**src/design/dcu_pkg.sv**
```systemverilog
// Constants, field layout and types of the channel upper configuration block
package dcu_pkg;

  localparam logic [31:0] CFG_UPPER_ADDR  = 32'hB070_009C;
  localparam logic [31:0] STATE_ADDR      = 32'hB070_0F00;
  localparam logic [31:0] CFG_UPPER_RESET = 32'h0000_0004;
  localparam int          CFG_W           = 15;

  // Field positions of the upper configuration word
  localparam int DST_PORT_MSB  = 14;
  localparam int DST_PORT_LSB  = 11;
  localparam int SRC_PORT_MSB  = 10;
  localparam int SRC_PORT_LSB  = 7;
  localparam int SS_WB_BIT     = 6;
  localparam int DS_WB_BIT     = 5;
  localparam int PROT_MSB      = 4;
  localparam int PROT_LSB      = 2;
  localparam int FIFO_MODE_BIT = 1;
  localparam int FLOW_SEL_BIT  = 0;

  // Bit positions of the state word
  localparam int ST_LOCKED_BIT  = 0;
  localparam int ST_PENDING_BIT = 1;
  localparam int ST_SS_BUSY_BIT = 2;
  localparam int ST_DS_BUSY_BIT = 3;
  localparam int ST_W           = 4;

  localparam logic HPROT_DATA = 1'b1;

  typedef struct packed {
    logic [3:0] destination_handshake_port;
    logic [3:0] source_handshake_port;
    logic       source_status_writeback_enable;
    logic       destination_status_writeback_enable;
    logic [2:0] bus_protection_bits;
    logic       fifo_mode;
    logic       flow_prefetch_select;
  } dcu_cfg_t;

  localparam dcu_cfg_t CFG_RESET = dcu_cfg_t'(CFG_UPPER_RESET[CFG_W-1:0]);

  typedef enum logic [1:0] {
    FS_IDLE  = 2'b00,
    FS_READ  = 2'b01,
    FS_WRITE = 2'b11
  } dcu_fetch_state_t;

endpackage : dcu_pkg

```
**src/design/dcu_status_fetch.sv**
```systemverilog
// Status fetch and descriptor write-back sequencer for one side of the channel
`timescale 1ns/10ps
`default_nettype none
module dcu_status_fetch (
  input  wire logic                      i_clk,
  input  wire logic                      i_rst_n,
  input  wire logic                      i_enable,
  input  wire logic                      i_start,
  input  wire logic [31:0]               i_stat_addr,
  input  wire logic [31:0]               i_slot_addr,
  output logic                           o_rd_req,
  output logic      [31:0]               o_rd_addr,
  input  wire logic                      i_rd_valid,
  input  wire logic [31:0]               i_rd_data,
  output logic                           o_wr_req,
  output logic      [31:0]               o_wr_addr,
  input  wire logic                      i_wr_done,
  output logic      [31:0]               o_value,
  output logic                           o_busy
);
  import dcu_pkg::*;

  typedef struct packed {
    dcu_fetch_state_t state;
    logic [31:0]      rd_addr;
    logic [31:0]      wr_addr;
    logic [31:0]      value;
  } dcu_fetch_t;

  dcu_fetch_t s;
  dcu_fetch_t next_s;

  always_comb begin
    next_s = s;
    case (s.state)
      FS_IDLE: begin
        if (i_start && i_enable) begin
          next_s.state   = FS_READ;
          next_s.rd_addr = i_stat_addr;
          next_s.wr_addr = i_slot_addr;
        end
      end
      FS_READ: begin
        if (i_rd_valid) begin
          next_s.value = i_rd_data;
          next_s.state = FS_WRITE;
        end
      end
      FS_WRITE: begin
        if (i_wr_done) begin
          next_s.state = FS_IDLE;
        end
      end
      default: next_s.state = FS_IDLE;
    endcase
  end

  always_ff @(posedge i_clk) begin
    if (!i_rst_n) begin
      s <= '{state: FS_IDLE, rd_addr: 32'h0000_0000, wr_addr: 32'h0000_0000,
             value: 32'h0000_0000};
    end else begin
      s <= next_s;
    end
  end

  assign o_rd_req  = (s.state == FS_READ);
  assign o_rd_addr = s.rd_addr;
  assign o_wr_req  = (s.state == FS_WRITE);
  assign o_wr_addr = s.wr_addr;
  assign o_value   = s.value;
  assign o_busy    = (s.state != FS_IDLE);
endmodule : dcu_status_fetch
`default_nettype wire

```
**src/design/dcu_chan_upper_cfg.sv**
```systemverilog
// Channel upper configuration word with request servicing and status write-back
//
// Notes on behaviour
// - The working copy of the configuration stays frozen for every block while the channel runs.
// - Bits 14:11 pick hardware interface 0-1 for the destination, only when its select is zero.
// - Bits 10:7 pick hardware interface 0-1 for the source, only when its select is zero.
// - Bit 6 fetches source status, stores it and writes it into the descriptor slot.
// - Bit 5 fetches destination status, stores it and writes it into the descriptor slot.
// - HPROT[0] is always high since every access is a data access.
// - With bit 1 clear a request is served once one transfer of space or data is there.
// - With bit 1 set destination waits for half the FIFO of data, source for over half free.
// - In half mode the threshold is waived at burst end and at block end.
// - With destination flow control and bit 0 clear source requests go at once, prefetch on.
// - With destination flow control and bit 0 set source waits for a destination request and an empty FIFO, prefetch off.
`timescale 1ns/10ps
`default_nettype none
module dcu_chan_upper_cfg #(
  parameter int FIFO_BYTES = 16,
  parameter int NUM_HS     = 2,
  parameter int CNTW       = $clog2(FIFO_BYTES + 1)
) (
  input  wire logic                  I_CLK,
  input  wire logic                  I_RST_N,
  input  wire logic [31:0]           I_ADDR,
  input  wire logic [31:0]           I_WDATA,
  input  wire logic                  I_WR,
  input  wire logic                  I_RD,
  output logic      [31:0]           O_RDATA,
  input  wire logic                  I_CH_ENABLE,
  input  wire logic                  I_SRC_HS_SEL,
  input  wire logic                  I_DST_HS_SEL,
  input  wire logic [NUM_HS-1:0]     I_HW_REQ,
  input  wire logic                  I_SW_SRC_REQ,
  input  wire logic                  I_SW_DST_REQ,
  input  wire logic                  I_DST_IS_FLOW_CTRL,
  input  wire logic [CNTW-1:0]       I_FIFO_BYTES,
  input  wire logic [CNTW-1:0]       I_TR_BYTES,
  input  wire logic                  I_BURST_END,
  input  wire logic                  I_BLOCK_END,
  output logic                       O_SRC_REQ,
  output logic                       O_DST_REQ,
  output logic                       O_SRC_SERVICE,
  output logic                       O_DST_SERVICE,
  output logic                       O_PREFETCH_EN,
  output logic      [3:0]            O_HPROT,
  input  wire logic                  I_BLOCK_DONE,
  input  wire logic [31:0]           I_SRC_STAT_ADDR,
  input  wire logic [31:0]           I_DST_STAT_ADDR,
  input  wire logic [31:0]           I_SRC_SLOT_ADDR,
  input  wire logic [31:0]           I_DST_SLOT_ADDR,
  input  wire logic [31:0]           I_STAT_RD_DATA,
  output logic                       O_SS_RD_REQ,
  output logic      [31:0]           O_SS_RD_ADDR,
  input  wire logic                  I_SS_RD_VALID,
  output logic                       O_SS_WR_REQ,
  output logic      [31:0]           O_SS_WR_ADDR,
  input  wire logic                  I_SS_WR_DONE,
  output logic      [31:0]           O_SOURCE_STATUS_VALUE,
  output logic                       O_DS_RD_REQ,
  output logic      [31:0]           O_DS_RD_ADDR,
  input  wire logic                  I_DS_RD_VALID,
  output logic                       O_DS_WR_REQ,
  output logic      [31:0]           O_DS_WR_ADDR,
  input  wire logic                  I_DS_WR_DONE,
  output logic      [31:0]           O_DESTINATION_STATUS_VALUE
);
  import dcu_pkg::*;

  localparam logic [CNTW-1:0] DEPTH_C = CNTW'(FIFO_BYTES);
  localparam logic [CNTW-1:0] HALF_C  = CNTW'(FIFO_BYTES / 2);

  typedef struct packed {
    dcu_cfg_t    cfg;
    dcu_cfg_t    active;
    logic        locked;
    logic        dst_pending;
    logic [31:0] rdata;
  } dcu_state_t;

  dcu_state_t s;
  dcu_state_t next_s;

  logic        ss_busy;
  logic        ds_busy;
  logic        src_req;
  logic        dst_req;
  logic        src_room;
  logic        dst_data;
  logic        src_gated;
  logic [CNTW-1:0] free_bytes;

  // Request of the chosen interface, software when its select is set, else hardware; an index past the last one is idle
  function automatic logic pick_req(input logic [3:0]        port,
                                    input logic              sw_sel,
                                    input logic              sw_req,
                                    input logic [NUM_HS-1:0] hw);
    logic r;
    r = 1'b0;
    if (sw_sel) begin
      r = sw_req;
    end else begin
      for (int i = 0; i < NUM_HS; i++) begin
        if (port == 4'(i)) begin
          r = hw[i];
        end
      end
    end
    return r;
  endfunction : pick_req

  // Whether enough data or space stands in the FIFO for one request
  function automatic logic fifo_ready(input logic [CNTW-1:0] avail,
                                      input logic [CNTW-1:0] need,
                                      input logic            half_mode,
                                      input logic            waive,
                                      input logic            strict);
    logic ok;
    ok = 1'b0;
    if (!half_mode) begin
      ok = (avail >= need) && (avail != '0);
    end else if (waive) begin
      ok = (avail != '0);
    end else if (strict) begin
      ok = (avail > HALF_C);
    end else begin
      ok = (avail >= HALF_C);
    end
    return ok;
  endfunction : fifo_ready

  always_comb begin
    src_req = pick_req(s.active.source_handshake_port, I_SRC_HS_SEL,
                       I_SW_SRC_REQ, I_HW_REQ);
    dst_req = pick_req(s.active.destination_handshake_port, I_DST_HS_SEL,
                       I_SW_DST_REQ, I_HW_REQ);
    free_bytes = DEPTH_C - I_FIFO_BYTES;
    dst_data = fifo_ready(I_FIFO_BYTES, I_TR_BYTES, s.active.fifo_mode,
                          I_BURST_END || I_BLOCK_END, 1'b0);
    src_room = fifo_ready(free_bytes, I_TR_BYTES, s.active.fifo_mode,
                          I_BURST_END || I_BLOCK_END, 1'b1);
    // Holding back until the FIFO is drained keeps source data within what
    // the destination can still take before it ends the block
    src_gated = I_DST_IS_FLOW_CTRL && s.active.flow_prefetch_select &&
                !(s.dst_pending && I_FIFO_BYTES == '0);
  end

  assign O_SRC_REQ     = src_req;
  assign O_DST_REQ     = dst_req;
  assign O_DST_SERVICE = dst_req && dst_data;
  assign O_SRC_SERVICE = src_req && src_room && !src_gated;
  assign O_PREFETCH_EN = !(I_DST_IS_FLOW_CTRL && s.active.flow_prefetch_select);
  assign O_HPROT       = {s.active.bus_protection_bits, HPROT_DATA};
  assign O_RDATA       = s.rdata;

  always_comb begin
    next_s       = s;
    next_s.rdata = 32'h0000_0000;
    next_s.locked = I_CH_ENABLE;
    if (I_WR && I_ADDR == CFG_UPPER_ADDR) begin
      next_s.cfg = dcu_cfg_t'(I_WDATA[CFG_W-1:0]);
    end
    if (I_RD) begin
      case (I_ADDR)
        CFG_UPPER_ADDR: next_s.rdata = {{(32-CFG_W){1'b0}}, s.cfg};
        STATE_ADDR: begin
          next_s.rdata[ST_LOCKED_BIT]  = s.locked;
          next_s.rdata[ST_PENDING_BIT] = s.dst_pending;
          next_s.rdata[ST_SS_BUSY_BIT] = ss_busy;
          next_s.rdata[ST_DS_BUSY_BIT] = ds_busy;
        end
        default: next_s.rdata = 32'h0000_0000;
      endcase
    end
    // Copy taken only while idle, so later writes wait for the next enable
    if (!I_CH_ENABLE) begin
      next_s.active = s.cfg;
    end
    // Set wins over clear so a request in the serving cycle stays noted
    if (O_DST_SERVICE || !I_CH_ENABLE) begin
      next_s.dst_pending = 1'b0;
    end
    if (dst_req && I_CH_ENABLE) begin
      next_s.dst_pending = 1'b1;
    end
  end

  always_ff @(posedge I_CLK) begin
    if (!I_RST_N) begin
      s <= '{cfg: CFG_RESET, active: CFG_RESET, locked: 1'b0, dst_pending: 1'b0,
             rdata: 32'h0000_0000};
    end else begin
      s <= next_s;
    end
  end

  dcu_status_fetch u_src_status (
    .i_clk       (I_CLK),
    .i_rst_n     (I_RST_N),
    .i_enable    (s.active.source_status_writeback_enable),
    .i_start     (I_BLOCK_DONE),
    .i_stat_addr (I_SRC_STAT_ADDR),
    .i_slot_addr (I_SRC_SLOT_ADDR),
    .o_rd_req    (O_SS_RD_REQ),
    .o_rd_addr   (O_SS_RD_ADDR),
    .i_rd_valid  (I_SS_RD_VALID),
    .i_rd_data   (I_STAT_RD_DATA),
    .o_wr_req    (O_SS_WR_REQ),
    .o_wr_addr   (O_SS_WR_ADDR),
    .i_wr_done   (I_SS_WR_DONE),
    .o_value     (O_SOURCE_STATUS_VALUE),
    .o_busy      (ss_busy)
  );

  dcu_status_fetch u_dst_status (
    .i_clk       (I_CLK),
    .i_rst_n     (I_RST_N),
    .i_enable    (s.active.destination_status_writeback_enable),
    .i_start     (I_BLOCK_DONE),
    .i_stat_addr (I_DST_STAT_ADDR),
    .i_slot_addr (I_DST_SLOT_ADDR),
    .o_rd_req    (O_DS_RD_REQ),
    .o_rd_addr   (O_DS_RD_ADDR),
    .i_rd_valid  (I_DS_RD_VALID),
    .i_rd_data   (I_STAT_RD_DATA),
    .o_wr_req    (O_DS_WR_REQ),
    .o_wr_addr   (O_DS_WR_ADDR),
    .i_wr_done   (I_DS_WR_DONE),
    .o_value     (O_DESTINATION_STATUS_VALUE),
    .o_busy      (ds_busy)
  );
endmodule : dcu_chan_upper_cfg
`default_nettype wire

```
**config.mk**
```make
export PLATFORM = sky130hd
export DESIGN_NAME = dcu_chan_upper_cfg
export DESIGN_NICKNAME = d
export VERILOG_FILES = /design/src/design/dcu_pkg.sv /design/src/design/dcu_status_fetch.sv /design/src/design/dcu_chan_upper_cfg.sv
export SDC_FILE = /design/constraint.sdc
export NUM_CORES = 1
export LEC_CHECK = 0
export BUFFER_PORTS_ARGS = -buffer_cell sky130_fd_sc_hd__buf_2
export CAP_MARGIN = 20
export CORE_AREA = 2 2 190 192
export DETAILED_ROUTE_END_ITERATION = 10
export DIE_AREA = 0 0 192 194
export PLACE_DENSITY = 0.6
export SLEW_MARGIN = 5
export SYNTH_ARGS = -nofsm -noshare
export SYNTH_HDL_FRONTEND = slang
export SYNTH_SLANG_ARGS = --single-unit
```
**constraint.sdc**
```tcl
create_clock -name I_CLK -period 2.8 [get_ports I_CLK]
set_clock_uncertainty 0.15 [all_clocks]
set_input_delay 0.14 -clock I_CLK [delete_from_list [all_inputs] [get_ports I_CLK]]
set_output_delay 0.14 -clock I_CLK [all_outputs]
set_load 0.03 [all_outputs]
```
Word level (Yosys, flattened, before mapping) --
Index checks and enable logic that the tools add are counted.
Word-level totals: flip-flop bits (word level) 260, input bits 253, output and inout port bits 237, word-level logic and storage cells 102
Operators by class: add/subtract/negate cells 1, $lt $le $gt $ge 4, equality and inequality tests 14, multiplexer cells 21, reductions and logical operators 36
Operator list (count):
- 66-bit 2-to-1 mux | 2
- 32-bit == test (second input constant) | 2
- 1-bit logical AND | 12
- 1-bit 2-to-1 mux | 12
- 2-bit by 1-bit != test with 1-bit output (second input constant) | 6
- 2-bit case mux with 3 select lines | 2
- 5-bit >= comparator | 2
- 2-bit AND reduction | 5
- 5-bit nonzero test | 2
- 3-bit AND reduction | 3
- 4-bit by 1-bit == test with 1-bit output (second input constant) | 2
- 4-bit logical NOT | 2
- 2-bit 2-to-1 mux | 4
- 4-bit case mux with 2 select lines | 1
- 2-bit nonzero test | 3
- 5-bit by 4-bit >= comparator with 1-bit output (second input constant) | 1
- 5-bit by 4-bit > comparator with 1-bit output (second input constant) | 1
- 5-bit logical NOT | 1
- 5-bit subtractor (first input constant) | 1
- 2-bit by 1-bit == test with 1-bit output (second input constant) | 2
- 2-bit == test (second input constant) | 2
- 1-bit logical NOT | 4
- 2-bit logical NOT | 2
- 1-bit logical OR | 2

Logic depth before layout (Yosys ltp) --
depth in word-level cells 8, depth in mapped cells 9, gate-level depth less buffers 9

Modules after synthesis --
Synthesis repeated with hierarchy kept, for this count alone.
Unflattened totals: cells, all modules 1314, area total of the unflattened synthesis 11748.8 um^2
Modules (own cells, without submodules):
- dcu_status_fetch | times used 2, cells each 525, area an instance 4668.2 um^2, seq. area each 1961.9 um^2
- dcu_chan_upper_cfg | times used 1, cells each 264, area an instance 2412.3 um^2, seq. area each 940.9 um^2

Least setup slack after synthesis --
No wires, ideal clock.
path type reg2out, start point register s[42] in the netlist's numbering, end point output O_SRC_SERVICE, data arrival time 2.408 ns, data required time 2.510 ns, slack 0.102 ns, cell stages (with the launch flop) 5, path buffers 0, cells stage by stage dfxtp_1 or4_1 o21ai_0 o21ai_0 nor3_1
Between the ends: cells in the longest elaborated chain, start to end 6, elaborated cells between the ends (all ways) 7, those cells by class 1 x eq/ne; 3 x mux; 3 x reduce/logical
RTL lines:
- start: declaration | RTL line dcu_chan_upper_cfg.sv:80 | dcu_state_t s;
- start signal: assignment | RTL line dcu_chan_upper_cfg.sv:189 | s <= '{cfg: CFG_RESET, active: CFG_RESET, locked: 1'b0, dst_pending: 1'b0,
- start signal: assignment | RTL line dcu_chan_upper_cfg.sv:192 | s <= next_s;
- 4-bit logical NOT | RTL line dcu_chan_upper_cfg.sv:103 | if (port == 4'(i)) begin
- 1-bit 2-to-1 mux | RTL line dcu_chan_upper_cfg.sv:103
- 1-bit 2-to-1 mux (*) | RTL line dcu_chan_upper_cfg.sv:103
- 1-bit 2-to-1 mux (*) | RTL line dcu_chan_upper_cfg.sv:99 | if (sw_sel) begin
- via O_SRC_REQ | RTL line dcu_chan_upper_cfg.sv:40 | output logic O_SRC_REQ,
- 1-bit logical AND (*) (2 in series) | RTL line dcu_chan_upper_cfg.sv:150 | assign O_SRC_SERVICE = src_req && src_room && !src_gated;
- end: declaration | RTL line dcu_chan_upper_cfg.sv:42 | output logic O_SRC_SERVICE,
The timed path passes the listed nets; every way through them passes the cells marked *.

Worst setup path in the final report --
start point input I_ADDR[7], end point register s[52] in the netlist's numbering
Between the ends: cells in the longest elaborated chain, start to end 2
RTL lines:
- start: declaration | RTL line dcu_chan_upper_cfg.sv:24 | input wire logic [31:0] I_ADDR,
- 32-bit == test | RTL line dcu_chan_upper_cfg.sv:159 | if (I_WR && I_ADDR == CFG_UPPER_ADDR) begin
- 1-bit logical AND | RTL line dcu_chan_upper_cfg.sv:159
Every way passes these cells. A chain may end at the register's enable or synchronous reset.

==> out/metrics.csv <==
metric;value;unit
ios;490;
ys_seq_elements;243;
yosysMostFrequentCell;nand2_1;
syn_area;11100;sq um
place.gp.congestion;0.850;
cts.clk_slew.worst_paths;60;ps
cts_resized;0;
cts-root-buf;clkbuf_16;
antenna_left;0;
setup_viol;0;
grt_pass1_wl;49200;um
cts_buffer_depth;3;
wl_met1;12600;um
cpPeakStageDelay;590;ps
fmax;374;MHz
fin_crit;2680;ps
finalPower;0.00766;W
yosysSeqAreaShare;43.9;%
crit_required;3130;ps
synth_cell_type_count;47;
finalMaxSlewViolations;0;
setup_ws;125;ps
synth_top_area_cell;dfxtp_1;
post_drt_wl_per_cell;14.6;um
synth_top_area_share;43.9;%
hold_viol;0;
num_vias;9697;
die_x;192;um
start_kind;input port;
dr.pass1.iters;5;
portBuffers;454;
period_share;95.6;%
synth_cells;1320;
status;finished, final reports clean;
dp_slack;553;ps
layout-drive-gt1-share;30.0;%
routed-wl-met2;15900;um
cts_inserted_buffers;28;
crit_path_end_kind;flop;
synth_area_leaders;dfxtp_1, buf_4, nand2_1;
synthArstFlopShare;0;%
clk_latency;540;ps
topRoutingLayerUsed;met4;
maxCapViolations;0;
synth_edf_count;0;
slew_headroom;46.9;%
fillers;3439;
dieHeight;194;um
antenna_found_initial;0;
crit_fanout;8;
tns;0;ps
die_area;37200;sq um
wl_met3;2680;um
powerDensity;509;nW/um^2
vdd_drop_max;0.457;mV
avgSynthCellArea;8.40;sq um
start_util;31.5;%
cp_slowest_cell;dlygate4sd3_1;
holdBufCountCts;198;
crit_family;buffers and inverters;
total_leakage_power;6.54;nW
htree_levels;1;
ys_warn_count;0;
grt_pass1_vias;9513;
crit_type;in2reg;
drc;0;
rows;69;
grt_overflow;0;
cts_setup_buffers;0;
dp_hpwl;21900;um
cts_tree;done;
cts_sinks;243;
worstMarginPinSlew;796;ps
hold_path_class;in2reg;
synth_commonest_cells;nand2_1, dfxtp_1, buf_4;
wirelength;32400;um
rsz0062_at_grt;no;
syn_to_final_growth;35.7;%
crit_top_cell;dlygate4sd3_1;
crit_chain;dlygate4sd3_1, buf_2, nand4_1, nor2_4, nor4b_4, nand3_1, dlygate4sd3_1, o21ai_0, dlygate4sd3_1;
num_antenna_cells;0;
synth_ff_type;dfxtp_1;
grt_use_total;16.4;%
grt_start_max_net_pins;139;
critPathBufInv;4;
arrival;3010;ps
finalNetCount;1998;
drt_iter0_drc;318;
coreArea;35200;sq um
vias_per_cell;4.38;
[worst register-to-register path, stage by stage (launching register included)]
cell and delay, ps:
dfxtp_1 360, nor2_1 170, nand3_2 620, buf_12 450, nand2_1 100, a21boi_0 80
[layout by cell type (no fill, tap or decap), types with 2 or more instances in the layout]
| cell | n |
|---|---|
| o22ai_1 | 2 |
| nor2_1 | 11 |
| a21oi_1 | 6 |
| nand4_1 | 2 |
| clkbuf_8 | 7 |
| nor3_1 | 2 |
| conb_1 | 18 |
| clkinv_2 | 4 |
| nor2b_1 | 15 |
| buf_4 | 11 |
| inv_1 | 11 |
| a22oi_1 | 2 |
| dlygate4sd3_1 | 198 |
| ha_1 | 12 |
| clkbuf_16 | 29 |
| nand2_1 | 414 |
| nand3_1 | 14 |
| a211o_1 | 2 |
| mux2i_1 | 18 |
| o21ai_0 | 20 |
| clkbuf_1 | 9 |
| nor4_1 | 2 |
| o21ai_1 | 2 |
| dfxtp_1 | 243 |
| a31oi_1 | 2 |
| buf_2 | 453 |
| or4_1 | 3 |
| and4bb_2 | 3 |
| a21boi_0 | 192 |
| and2_1 | 19 |
| xnor2_1 | 2 |
| buf_12 | 5 |
| a211oi_1 | 2 |
| nand3_2 | 2 |
| and3_2 | 2 |
[flip-flops by register name, indices dropped and copies added, names as in the netlist]
signal / cells
O_HPROT: 3
u_src_status.o_value: 32
u_dst_status.o_rd_addr: 32
u_src_status.o_rd_addr: 32
s: 29
u_src_status.s: 2
u_dst_status.s: 2
u_src_status.o_wr_addr: 32
u_dst_status.o_value: 32
u_dst_status.o_wr_addr: 32
O_RDATA: 15
[worst paths after layout]
kind                                            startpoint                         end  slack (ps)  depth (start not counted)
worst min-delay path                            I_ADDR[10]                  O_RDATA[0]          50                          5
worst min register to register  u_src_status.o_wr_addr[22]  u_src_status.o_wr_addr[22]         310                          2
worst max register to register          u_dst_status.s[97]  u_dst_status.o_rd_addr[15]         750                          5
worst max-delay path                             I_ADDR[7]                       s[52]         120                          9
[report_power, final]
| group | internal (W) | leakage, nW | switching, W | total, W |
|---|---|---|---|---|
| Combinational | 0.000365 | 4.14 | 0.000241 | 0.000606 |
| Sequential | 0.00346 | 1.96 | 0.000000664 | 0.00346 |
| Clock | 0.00217 | 0.452 | 0.00143 | 0.00360 |
| Total | 0.00599 | 6.54 | 0.00167 | 0.00766 |
[final cells by class]
type / instances / area [sq um] / share of cell area (%)
flip-flops and latches: 243 / 4860 / 32.3
repair buffers: 668 / 4440 / 29.5
multi-input cells: 781 / 4210 / 28.0
clock buffers: 45 / 856 / 5.69
well taps: 461 / 577 / 3.83
clock inverters: 6 / 58.8 / 0.391
inverters: 11 / 41.3 / 0.274
[through the flow]
| stage | utilization, % | hold slack (ps) | instances | cell area (sq um) |
|---|---|---|---|---|
| after global routing | 42.7 | 92.0 | 2215 | 15100 |
| after CTS | 42.7 | 19.8 | 2215 | 15100 |
| after floorplan | - | 87.5 | 1336 | 11100 |
| after global placement | 34.5 | 189 | 1966 | 12200 |
| final | 42.7 | 47.6 | 2215 | 15100 |
| after detailed placement | 34.5 | 200 | 1966 | 12200 |
[routing by layer]
metal / global-route usage (%) / vias to the layer above
met5: 0 / -
met4: 6.84 / 0
met3: 4.29 / 88
met2: 29.5 / 376
met1: 18.2 / 4404
li1: - / 4829
[cells by family after synthesis]
family	count (synthesis)	share of synthesized area, %
multiplexers	18	1.62
XOR/XNOR	2	0.158
other	2	0.0677
AND/OR/NAND/NOR	498	19.0
AO/OA/AOI/OAI	232	15.1
buffers and inverters	312	18.8
adder cells (fa/ha/maj)	13	1.44
flip-flops	243	43.9
Power figures use the tool's default switching activity.
